<file path="config.mk">
export PLATFORM = sky130hd
export DESIGN_NAME = sgp_gpio
export DESIGN_NICKNAME = d
export VERILOG_FILES = /design/src/rtl/sgp_pkg.sv /design/src/rtl/sgp_sync.sv /design/src/rtl/sgp_gpio.sv
export SDC_FILE = /design/constraint.sdc
export NUM_CORES = 1
export LEC_CHECK = 0
export BUFFER_PORTS_ARGS = -buffer_cell sky130_fd_sc_hd__buf_2
export CAP_MARGIN = 20
export CORE_UTILIZATION = 35
export CTS_BUF_LIST = sky130_fd_sc_hd__clkbuf_8
export DETAILED_ROUTE_END_ITERATION = 16
export HOLD_SLACK_MARGIN = 0.12
export PLACE_DENSITY = 0.53
export SLEW_MARGIN = 40
export SYNTH_ARGS = -nofsm -noshare
export SYNTH_HDL_FRONTEND = slang
export SYNTH_HIERARCHICAL = 1
export SYNTH_SLANG_ARGS = --single-unit
</file>
<file path="constraint.sdc">
create_clock -name core_clk -period 2.7 [get_ports core_clk]
set_input_delay 0.54 -clock core_clk [delete_from_list [all_inputs] [get_ports core_clk]]
set_output_delay 0.54 -clock core_clk [all_outputs]
set_load 0.01 [all_outputs]
</file>
<file path="src/rtl/sgp_pkg.sv">
package sgp_pkg;

  // ***************************************************************
  // Register map
  // ***************************************************************
  localparam logic [31:0] PIN_ENABLE_OFS    = 32'h01B00000;
  localparam logic [31:0] PIN_DIRECTION_OFS = 32'h01B00004;
  localparam logic [31:0] PIN_VALUE_OFS     = 32'h01B00008;
  localparam logic [31:0] HIGH_DELTA_OFS    = 32'h01B00010;
  localparam logic [31:0] HIGH_MASK_OFS     = 32'h01B00014;
  localparam logic [31:0] LOW_DELTA_OFS     = 32'h01B00018;
  localparam logic [31:0] LOW_MASK_OFS      = 32'h01B0001C;
  localparam logic [31:0] GLOBAL_CONTROL_OFS = 32'h01B00020;
  localparam logic [31:0] POLARITY_OFS      = 32'h01B00024;

  // ***************************************************************
  // Reset values and fields
  // ***************************************************************
  localparam int          PIN_COUNT          = 16;
  localparam logic [15:0] PIN_ENABLE_RESET   = 16'h00F9;
  localparam logic [15:0] PIN_DIRECTION_RESET = 16'h0000;
  localparam logic [15:0] ZERO16             = 16'h0000;
  localparam int          GC_EVENT_MODE_LSB  = 0;
  localparam logic [1:0]  GC_EVENT_MODE_RESET = 2'h0;

  // ***************************************************************
  // Event generation modes
  // ***************************************************************
  typedef enum logic [1:0] {
    SGP_MODE_PASS = 2'b00,
    SGP_MODE_ANY  = 2'b01,
    SGP_MODE_ALL  = 2'b10,
    SGP_MODE_OFF  = 2'b11
  } sgp_mode_t;

endpackage

</file>
<file path="src/rtl/sgp_sync.sv">
`timescale 1ns/100ps
`default_nettype none
module sgp_sync #(
  parameter int WIDTH = 16
) (
  input  wire logic             core_clk,
  input  wire logic             reset_n,
  input  wire logic [WIDTH-1:0] async_in,
  output var  logic [WIDTH-1:0] sync_out
);

  logic [WIDTH-1:0] stage1;

  // The first stage feeds only the second stage.
  always_ff @(posedge core_clk or negedge reset_n) begin
    if (!reset_n) begin
      stage1   <= '0;
      sync_out <= '0;
    end else begin
      stage1   <= async_in;
      sync_out <= stage1;
    end
  end

endmodule
`default_nettype wire

</file>
<file path="src/rtl/sgp_gpio.sv">
// Overview of operation
// - Pin acts as GPIO only when enabled.
// - Direction bit: 0 input, 1 output.
// - Direction matters only for enabled pins.
// - Enabled output drives last written value.
// - Enabled input reads sampled pin level.
// - Pin activity raises interrupt and DMA events.
// - Sixteen pins; bit x controls pin x.
// - Direction bits reset to zero.
// - Enable resets: bits 7..3 and 0 set.
`timescale 1ns/100ps
`default_nettype none
module sgp_gpio #(
  parameter int PINS = sgp_pkg::PIN_COUNT
) (
  input  wire logic            core_clk,
  input  wire logic            reset_n,
  input  wire logic            cfg_req,
  input  wire logic            cfg_rnw,
  input  wire logic [31:0]     cfg_addr,
  input  wire logic [31:0]     cfg_wdata,
  output var  logic [31:0]     cfg_rdata,
  output var  logic            cfg_ack,
  input  wire logic [PINS-1:0] general_pins_in,
  output var  logic [PINS-1:0] general_pins_out,
  output var  logic [PINS-1:0] general_pins_oe,
  output var  logic            cpu_interrupt,
  output var  logic            dma_event
);

  // ***************************************************************
  // Storage
  // ***************************************************************
  logic [PINS-1:0] pin_enable_reg;
  logic [PINS-1:0] pin_direction_reg;
  logic [PINS-1:0] pin_value_reg;
  logic [PINS-1:0] high_delta_reg;
  logic [PINS-1:0] high_mask_reg;
  logic [PINS-1:0] low_delta_reg;
  logic [PINS-1:0] low_mask_reg;
  logic [PINS-1:0] interrupt_polarity_reg;
  logic [1:0]      global_control_reg;
  logic [2:0]      warmup;
  logic [PINS-1:0] pin_sync;
  logic [PINS-1:0] pin_prev;
  logic [PINS-1:0] rise;
  logic [PINS-1:0] fall;
  logic [PINS-1:0] in_pins;
  logic [PINS-1:0] next_high_delta;
  logic [PINS-1:0] next_low_delta;
  logic [PINS-1:0] hits;
  logic            wr;
  logic            next_event;
  logic [31:0]     next_rdata;
  sgp_pkg::sgp_mode_t mode;

  sgp_sync #(.WIDTH(PINS)) u_sync (
    .core_clk (core_clk),
    .reset_n  (reset_n),
    .async_in (general_pins_in),
    .sync_out (pin_sync)
  );

  assign wr      = cfg_req && !cfg_rnw;
  assign mode    = sgp_pkg::sgp_mode_t'(global_control_reg);
  assign in_pins = pin_enable_reg & ~pin_direction_reg;

  // ***************************************************************
  // Configuration registers
  // ***************************************************************
  always_ff @(posedge core_clk or negedge reset_n) begin
    if (!reset_n) begin
      pin_enable_reg         <= sgp_pkg::PIN_ENABLE_RESET;
      pin_direction_reg      <= sgp_pkg::PIN_DIRECTION_RESET;
      pin_value_reg          <= sgp_pkg::ZERO16;
      high_mask_reg          <= sgp_pkg::ZERO16;
      low_mask_reg           <= sgp_pkg::ZERO16;
      interrupt_polarity_reg <= sgp_pkg::ZERO16;
      global_control_reg     <= sgp_pkg::GC_EVENT_MODE_RESET;
    end else if (wr) begin
      case (cfg_addr)
        sgp_pkg::PIN_ENABLE_OFS: pin_enable_reg <= cfg_wdata[15:0];
        sgp_pkg::PIN_DIRECTION_OFS: pin_direction_reg <= cfg_wdata[15:0];
        sgp_pkg::PIN_VALUE_OFS: pin_value_reg <= cfg_wdata[15:0];
        sgp_pkg::HIGH_MASK_OFS:     high_mask_reg <= cfg_wdata[15:0];
        sgp_pkg::LOW_MASK_OFS:      low_mask_reg <= cfg_wdata[15:0];
        sgp_pkg::POLARITY_OFS:      interrupt_polarity_reg <= cfg_wdata[15:0];
        sgp_pkg::GLOBAL_CONTROL_OFS: begin
          global_control_reg <= cfg_wdata[sgp_pkg::GC_EVENT_MODE_LSB +: 2];
        end
        default: begin
        end
      endcase
    end
  end

  // ***************************************************************
  // Transition capture
  // ***************************************************************
  // Polarity inverts the sense so the same delta logic serves both edges.
  // Capture waits until the synchroniser and the previous-level flop hold
  // real pin levels, so a pin that is high at reset is not taken as an edge.
  assign rise = {PINS{warmup[2]}} & in_pins
                & (pin_sync ^ interrupt_polarity_reg)
                & ~(pin_prev ^ interrupt_polarity_reg);
  assign fall = {PINS{warmup[2]}} & in_pins
                & ~(pin_sync ^ interrupt_polarity_reg)
                & (pin_prev ^ interrupt_polarity_reg);

  // Writing one clears a delta bit, but a fresh edge in the same cycle wins.
  always_comb begin
    next_high_delta = high_delta_reg;
    next_low_delta  = low_delta_reg;
    if (wr && cfg_addr == sgp_pkg::HIGH_DELTA_OFS) begin
      next_high_delta = high_delta_reg & ~cfg_wdata[15:0];
    end
    if (wr && cfg_addr == sgp_pkg::LOW_DELTA_OFS) begin
      next_low_delta = low_delta_reg & ~cfg_wdata[15:0];
    end
    next_high_delta = next_high_delta | rise;
    next_low_delta  = next_low_delta | fall;
  end

  always_ff @(posedge core_clk or negedge reset_n) begin
    if (!reset_n) begin
      warmup         <= 3'h0;
      pin_prev       <= sgp_pkg::ZERO16;
      high_delta_reg <= sgp_pkg::ZERO16;
      low_delta_reg  <= sgp_pkg::ZERO16;
    end else begin
      warmup         <= {warmup[1:0], 1'b1};
      pin_prev       <= pin_sync;
      high_delta_reg <= next_high_delta;
      low_delta_reg  <= next_low_delta;
    end
  end

  // ***************************************************************
  // Event generation
  // ***************************************************************
  assign hits = (high_delta_reg & high_mask_reg)
                | (low_delta_reg & low_mask_reg);

  always_comb begin
    case (mode)
      sgp_pkg::SGP_MODE_PASS: next_event = |(in_pins & pin_sync
                                 & (high_mask_reg | low_mask_reg));
      sgp_pkg::SGP_MODE_ANY:  next_event = |hits;
      sgp_pkg::SGP_MODE_ALL:  next_event = ((high_mask_reg | low_mask_reg)
                                 != sgp_pkg::ZERO16)
                                 && ((hits | ~(high_mask_reg | low_mask_reg))
                                 == {PINS{1'b1}});
      default:                next_event = 1'b0;
    endcase
  end

  // Events are levels held while the causing condition stands.
  always_ff @(posedge core_clk or negedge reset_n) begin
    if (!reset_n) begin
      cpu_interrupt <= 1'b0;
      dma_event     <= 1'b0;
    end else begin
      cpu_interrupt <= next_event;
      dma_event     <= next_event;
    end
  end

  // ***************************************************************
  // Pins
  // ***************************************************************
  always_ff @(posedge core_clk or negedge reset_n) begin
    if (!reset_n) begin
      general_pins_out <= sgp_pkg::ZERO16;
      general_pins_oe  <= sgp_pkg::ZERO16;
    end else begin
      general_pins_out <= pin_value_reg;
      general_pins_oe  <= pin_enable_reg & pin_direction_reg;
    end
  end

  // ***************************************************************
  // Read path
  // ***************************************************************
  // Enabled input pins read back their sampled level; all other pins the written value.
  always_comb begin
    next_rdata = 32'h00000000;
    case (cfg_addr)
      sgp_pkg::PIN_ENABLE_OFS:     next_rdata[15:0] = pin_enable_reg;
      sgp_pkg::PIN_DIRECTION_OFS:  next_rdata[15:0] = pin_direction_reg;
      sgp_pkg::PIN_VALUE_OFS:      next_rdata[15:0] = (in_pins & pin_sync)
                                      | (~in_pins & pin_value_reg);
      sgp_pkg::HIGH_DELTA_OFS:     next_rdata[15:0] = high_delta_reg;
      sgp_pkg::HIGH_MASK_OFS:      next_rdata[15:0] = high_mask_reg;
      sgp_pkg::LOW_DELTA_OFS:      next_rdata[15:0] = low_delta_reg;
      sgp_pkg::LOW_MASK_OFS:       next_rdata[15:0] = low_mask_reg;
      sgp_pkg::GLOBAL_CONTROL_OFS: next_rdata[1:0]  = global_control_reg;
      sgp_pkg::POLARITY_OFS:       next_rdata[15:0] = interrupt_polarity_reg;
      default:                     next_rdata = 32'h00000000;
    endcase
  end

  always_ff @(posedge core_clk or negedge reset_n) begin
    if (!reset_n) begin
      cfg_rdata <= 32'h00000000;
      cfg_ack   <= 1'b0;
    end else begin
      cfg_ack   <= cfg_req;
      cfg_rdata <= (cfg_req && cfg_rnw) ? next_rdata : 32'h00000000;
    end
  end
endmodule
`default_nettype wire

</file>
# After elaboration in Yosys (flattened, before gate mapping)
# Cells that the tools add are included.
dict set report op_classes {
  n_mux 6
  n_eq_ne 12
  n_reduce_logical 17
  bitwise_logic 28
}
# cell n
set ops {}
lappend ops {{$eq A32 B25 Y1 const B} 9}
lappend ops {{$and A16 B16 Y16} 14}
lappend ops {{$pmux W14 S8} 1}
lappend ops {{$not A16 Y16} 6}
lappend ops {{$or A16 B16 Y16} 6}
lappend ops {{$mux W16} 3}
lappend ops {{$reduce_or A16 Y1} 2}
lappend ops {{$xor A16 B16 Y16} 2}
lappend ops {{$pmux W2 S9} 1}
lappend ops {{$eq A16 B16 Y1 const B} 1}
lappend ops {{$reduce_bool A16 Y1} 1}
lappend ops {{$reduce_and A2 Y1} 7}
lappend ops {{$logic_and A1 B1 Y1} 5}
lappend ops {{$pmux W1 S3} 1}
lappend ops {{$eq A2 B1 Y1 const B} 1}
lappend ops {{$eq A2 B2 Y1 const B} 1}
lappend ops {{$logic_not A2 Y1} 1}
lappend ops {{$logic_not A1 Y1} 1}
dict set report totals {
  out_inout_bits 67
  ff_bits 231
  in_bits 84
}

# Depth between registers and ports, before layout
dict set report logic_depth {
  ltp_word 7
  mapped_depth 9
}

# By module
# Netlist, hierarchy kept.
# module area_each_um2 cells_per_inst instances
set by_module_without_submodules {}
lappend by_module_without_submodules {sgp_gpio 9788.1 833 1}
lappend by_module_without_submodules {sgp_sync 800.8 32 1}

# Worst setup path before layout
# Ideal clock, no wire load.
dict set report synth_timing {
  path_kind {in2reg}
  from {input cfg_addr[1]}
  to {register interrupt_polarity_reg[10]}
  path_buffers 4
  cell_stages 8
  arrival_ns 2.241
  t_required_ns 2.575
  setup_ns 0.125
  slack_ns 0.335
  path_cell_list {clkbuf_1 or4b_1 buf_2 nor2_4 and2_1 buf_4 buf_6 mux2_2}
}
dict set report synth_via {
  elab_chain_cells 2
}
# item line
set synth_rtl {}
lappend synth_rtl {{start: declaration} sgp_gpio.sv:20} ;# input wire logic [31:0] cfg_addr,
lappend synth_rtl {{$eq A32 B25 Y1} sgp_gpio.sv:81} ;# case (cfg_addr)
lappend synth_rtl {{$reduce_and A2 Y1 (no source line)} --}
lappend synth_rtl {{end signal: assignment} sgp_gpio.sv:78} ;# interrupt_polarity_reg <= sgp_pkg::ZERO16;
lappend synth_rtl {{end signal: assignment} sgp_gpio.sv:87} ;# sgp_pkg::POLARITY_OFS: interrupt_polarity_reg <= cfg_wdata[15:0];
lappend synth_rtl {{end: declaration} sgp_gpio.sv:41} ;# logic [PINS-1:0] interrupt_polarity_reg;
# No other way between the ends.
# A chain may end at the register's enable or synchronous reset.

# Worst setup path after layout
dict set report layout_timing {
  from {input cfg_req}
  to {register pin_enable_reg[14]}
}
dict set report layout_via {
  elab_chain_cells 2
}
# item line
set layout_rtl {}
lappend layout_rtl {{start: declaration} sgp_gpio.sv:18} ;# input wire logic cfg_req,
lappend layout_rtl {{$logic_and A1 B1 Y1} sgp_gpio.sv:64} ;# assign wr = cfg_req && !cfg_rnw;
lappend layout_rtl {{$reduce_and A2 Y1 (no source line)} --}
lappend layout_rtl {{end signal: assignment} sgp_gpio.sv:73} ;# pin_enable_reg <= sgp_pkg::PIN_ENABLE_RESET;
lappend layout_rtl {{end signal: assignment} sgp_gpio.sv:82} ;# sgp_pkg::PIN_ENABLE_OFS: pin_enable_reg <= cfg_wdata[15:0];
lappend layout_rtl {{end: declaration} sgp_gpio.sv:34} ;# logic [PINS-1:0] pin_enable_reg;
# No other way between the ends.

==> reports/metrics.csv <==
stage,metric,value,unit
clocking,cts_tree,built,
routing,wirelength,29300,um
placed_design,place_ws,150,ps
synthesis,yosysMostFrequentCell,dfrtp_1,
clocking,clk-insertion-delay-late,550,ps
global_routing,antenna_found_initial,0,
setup_path,critPathKind,in2reg,
die,die_h,176,um
setup_path,endpoint_kind,flip-flop,
setup_path,cp_num_cells,8,
synthesis,mappedNetlistArea,10600,um^2
setup_path,reg2reg_depth,5,
timing,setup_viol,0,
clocking,cts.sinks,231,
final_layout,multi_input_area,4500,um^2
final_layout,area.sequential,5790,um^2
timing,timing.final.crit_share,79.4,%
die,die-area,31000,um^2
synthesis,synth-seq-cells,231,
synthesis,synth-edff-count,0,
worst_hold_path,worstHoldPathType,in2reg,
setup_path,cpPeakStageDelay,520,ps
global_routing,grt_pass1_wl,45600,um
timing,rsz0062_at_grt,false,
die,ios,151,
synthesis,synthArstFlopShare,100,%
synthesis,ys.warnings.count,6,
power_and_ir_drop,power.leakage,5.96,nW
placed_design,port-buffer-count,118,
timing,tns,0,ps
final_layout,final_util,43.3,%
setup_path,crit_top_cell,buf_4,
setup_path,cp-start-kind,primary input,
global_routing,grt.overflow.total,0,
timing,skew,24.2,ps
clocking,clk_pin_slew_worst_paths,70,ps
power_and_ir_drop,power_density,562,nW/um^2
clocking,cts_hold_buf,18,
timing,fin_ws,557,ps
setup_path,slowest_stage,dlygate4sd3_1,
worst_hold_path,min_path_cells,3,
synthesis,post-synth-top-area-cell,dfrtp_1,
routing,drt_iter0_markers,487,
synthesis,synth_seq_area_share,54.7,%
setup_path,crit_family,buffers and inverters,
clocking,clk_path_buf_depth,3,
clocking,cts_buffers,41,
synthesis,synth_cell_type_count,57,
die,fp-row-count,63,
synthesis,yosysTopAreaCellShare,53.2,%
timing,fmax,467,MHz
placed_design,hpwl,20300,um
routing,antenna_left,0,
timing,slew_headroom,64.1,%
routing,drc,0,
global_routing,grt_pass1_vias,8006,
final_layout,num_antenna_cells,0,
setup_path,cp.required,3110,ps
die,die_w,176,um
power_and_ir_drop,vdd_drop_max,309,uV
final_layout,area_growth,21.5,%
routing,dr.pass1.iters,5,
clocking,htree_levels,2,
routing,routed_via_density,5.24,
clocking,cts_resized,0,
final_layout,drive_above_1_share,31.8,%
setup_path,cp.arrival,2560,ps
power_and_ir_drop,fin_total_pwr,7.23,mW
routing,num_vias,7722,
synthesis,yosys-top-cells-area,"dfrtp_1 (53%), mux2_2 (9.5%), mux2i_1 (3.2%)",
global_routing,grt_max_degree,66,
synthesis,syn_area_per_cell,12.2,um^2
setup_path,crit_fanout,7,
final_layout,fillerInstances,2878,
die,core,29700,um^2
flow_run,cap_violations,0,
timing,tightestPinTransition,534,ps
synthesis,netlist_instances,865,
die,initial_utilization,35.6,%
routing,wire_per_inst,19.9,um
setup_path,critPathBufInv,5,
global_routing,grt_usage,19.3,%
final_layout,layout.nets,1140,
clocking,root_buffer,clkbuf_8,
synthesis,synthTopCellsByCount,"dfrtp_1 (225), mux2_2 (89), nand2_1 (80)",
clocking,postCtsSetupRepairBufs,0,
synthesis,synth_ff_type,dfrtp_1,
timing,period_minus_slack,2140,ps
timing,slew_violations,0,
setup_path,crit_chain,dlygate4sd3_1 > buf_2 > inv_1 > nor4_2 > buf_4 > and3_1 > buf_4 > mux2_2,
placed_design,finalWeightedCongestion,0.921,
timing,hold_violations,0,
run_status,status,finished clean,
==> area by class of cell <==
class	count	share of cell area [%]
Tap cell	390	3.79
Inverter	15	0.438
Clock buffer	47	5.03
Multi-Input combinational cell	587	35.0
Clock inverter	24	1.54
Sequential cell	231	45.0
Timing Repair Buffer	180	9.22
==> logic make-up (layout without fill, tap and decap cells) <==
kind of cell | after synthesis | after routing | synth area share [%]
flops | 231 | 231 | 54.7
mux | 144 | 144 | 15.9
buf+inv | 62 | 266 | 3.39
simple gates | 265 | 265 | 14.6
compound gates | 161 | 161 | 11.4
other cells | 2 | 17 | 0.0709
==> cell usage in the layout, fill, tap and decap left out, drive strengths merged, types with 5 or more instances in the layout <==
cell type	instances
nand3b	19
clkbuf	47
a221oi	5
a32oi	9
nand3	7
conb	17
and2	19
a21boi	8
mux4	9
dfrtp	225
dlygate4sd3	18
o21ai	34
mux2	101
a22o	14
a22oi	11
nor4	22
nand4	5
nor2	40
nor2b	24
a21oi	7
nor3	6
o22ai	11
mux2i	34
a32o	32
nand2	81
nand2b	26
inv	28
dfstp	6
a31oi	14
buf	162
==> worst register-to-register path, stage by stage (launching register included) <==
cell,delay (ps)
dfrtp_1,420
nor2_1,230
o22ai_1,170
or4_1,510
nor4_1,220
o31ai_1,180
==> per-layer routing <==
layer / up-vias / routed length [um] / track usage, %
met3: 62 / 1300 / 3.45
met1: 3902 / 13000 / 25.1
met2: 196 / 14100 / 32.0
li1: 3562 / - / -
met4: 0 / 946 / 7.46
met5: - / 0 / 0
==> path summary, 6_finish.rpt <==
kind | start | end | slack, ps
min in group asynchronous | reset_n | general_pins_out[2]$_DFF_PN0_ | 540
worst max register to register | low_mask_reg[8]$_DFFE_PN0P_ | dma_event$_DFF_PN0_ | 810
worst min register to register | u_sync/stage1[8]$_DFF_PN0_ | u_sync/sync_out[8]$_DFF_PN0_ | 340
max in group asynchronous | reset_n | pin_enable_reg[0]$_DFFE_PN1P_ | 1380
worst min-delay path | cfg_rnw | cfg_rdata[0]$_DFF_PN0_ | 330
worst max-delay path | cfg_req | pin_enable_reg[14]$_DFFE_PN0P_ | 560
==> per-stage QoR <==
stage	area, um^2	cells	hold slack, ps
5_1_grt	12900	1474	320
6_report	12900	1474	325
3_3_place_gp	11800	1385	332
3_5_place_dp	11800	1385	335
2_1_floorplan	10600	880	244
4_1_cts	12900	1474	282
==> where the power goes <==
group | internal [mW] | total (mW) | switching (mW)
Sequential | 3.50 | 3.53 | 0.0253
Clock | 1.89 | 3.35 | 1.46
Combinational | 0.120 | 0.353 | 0.232
Total | 5.51 | 7.23 | 1.72
Note: power is estimated with default switching activity, not from simulation.
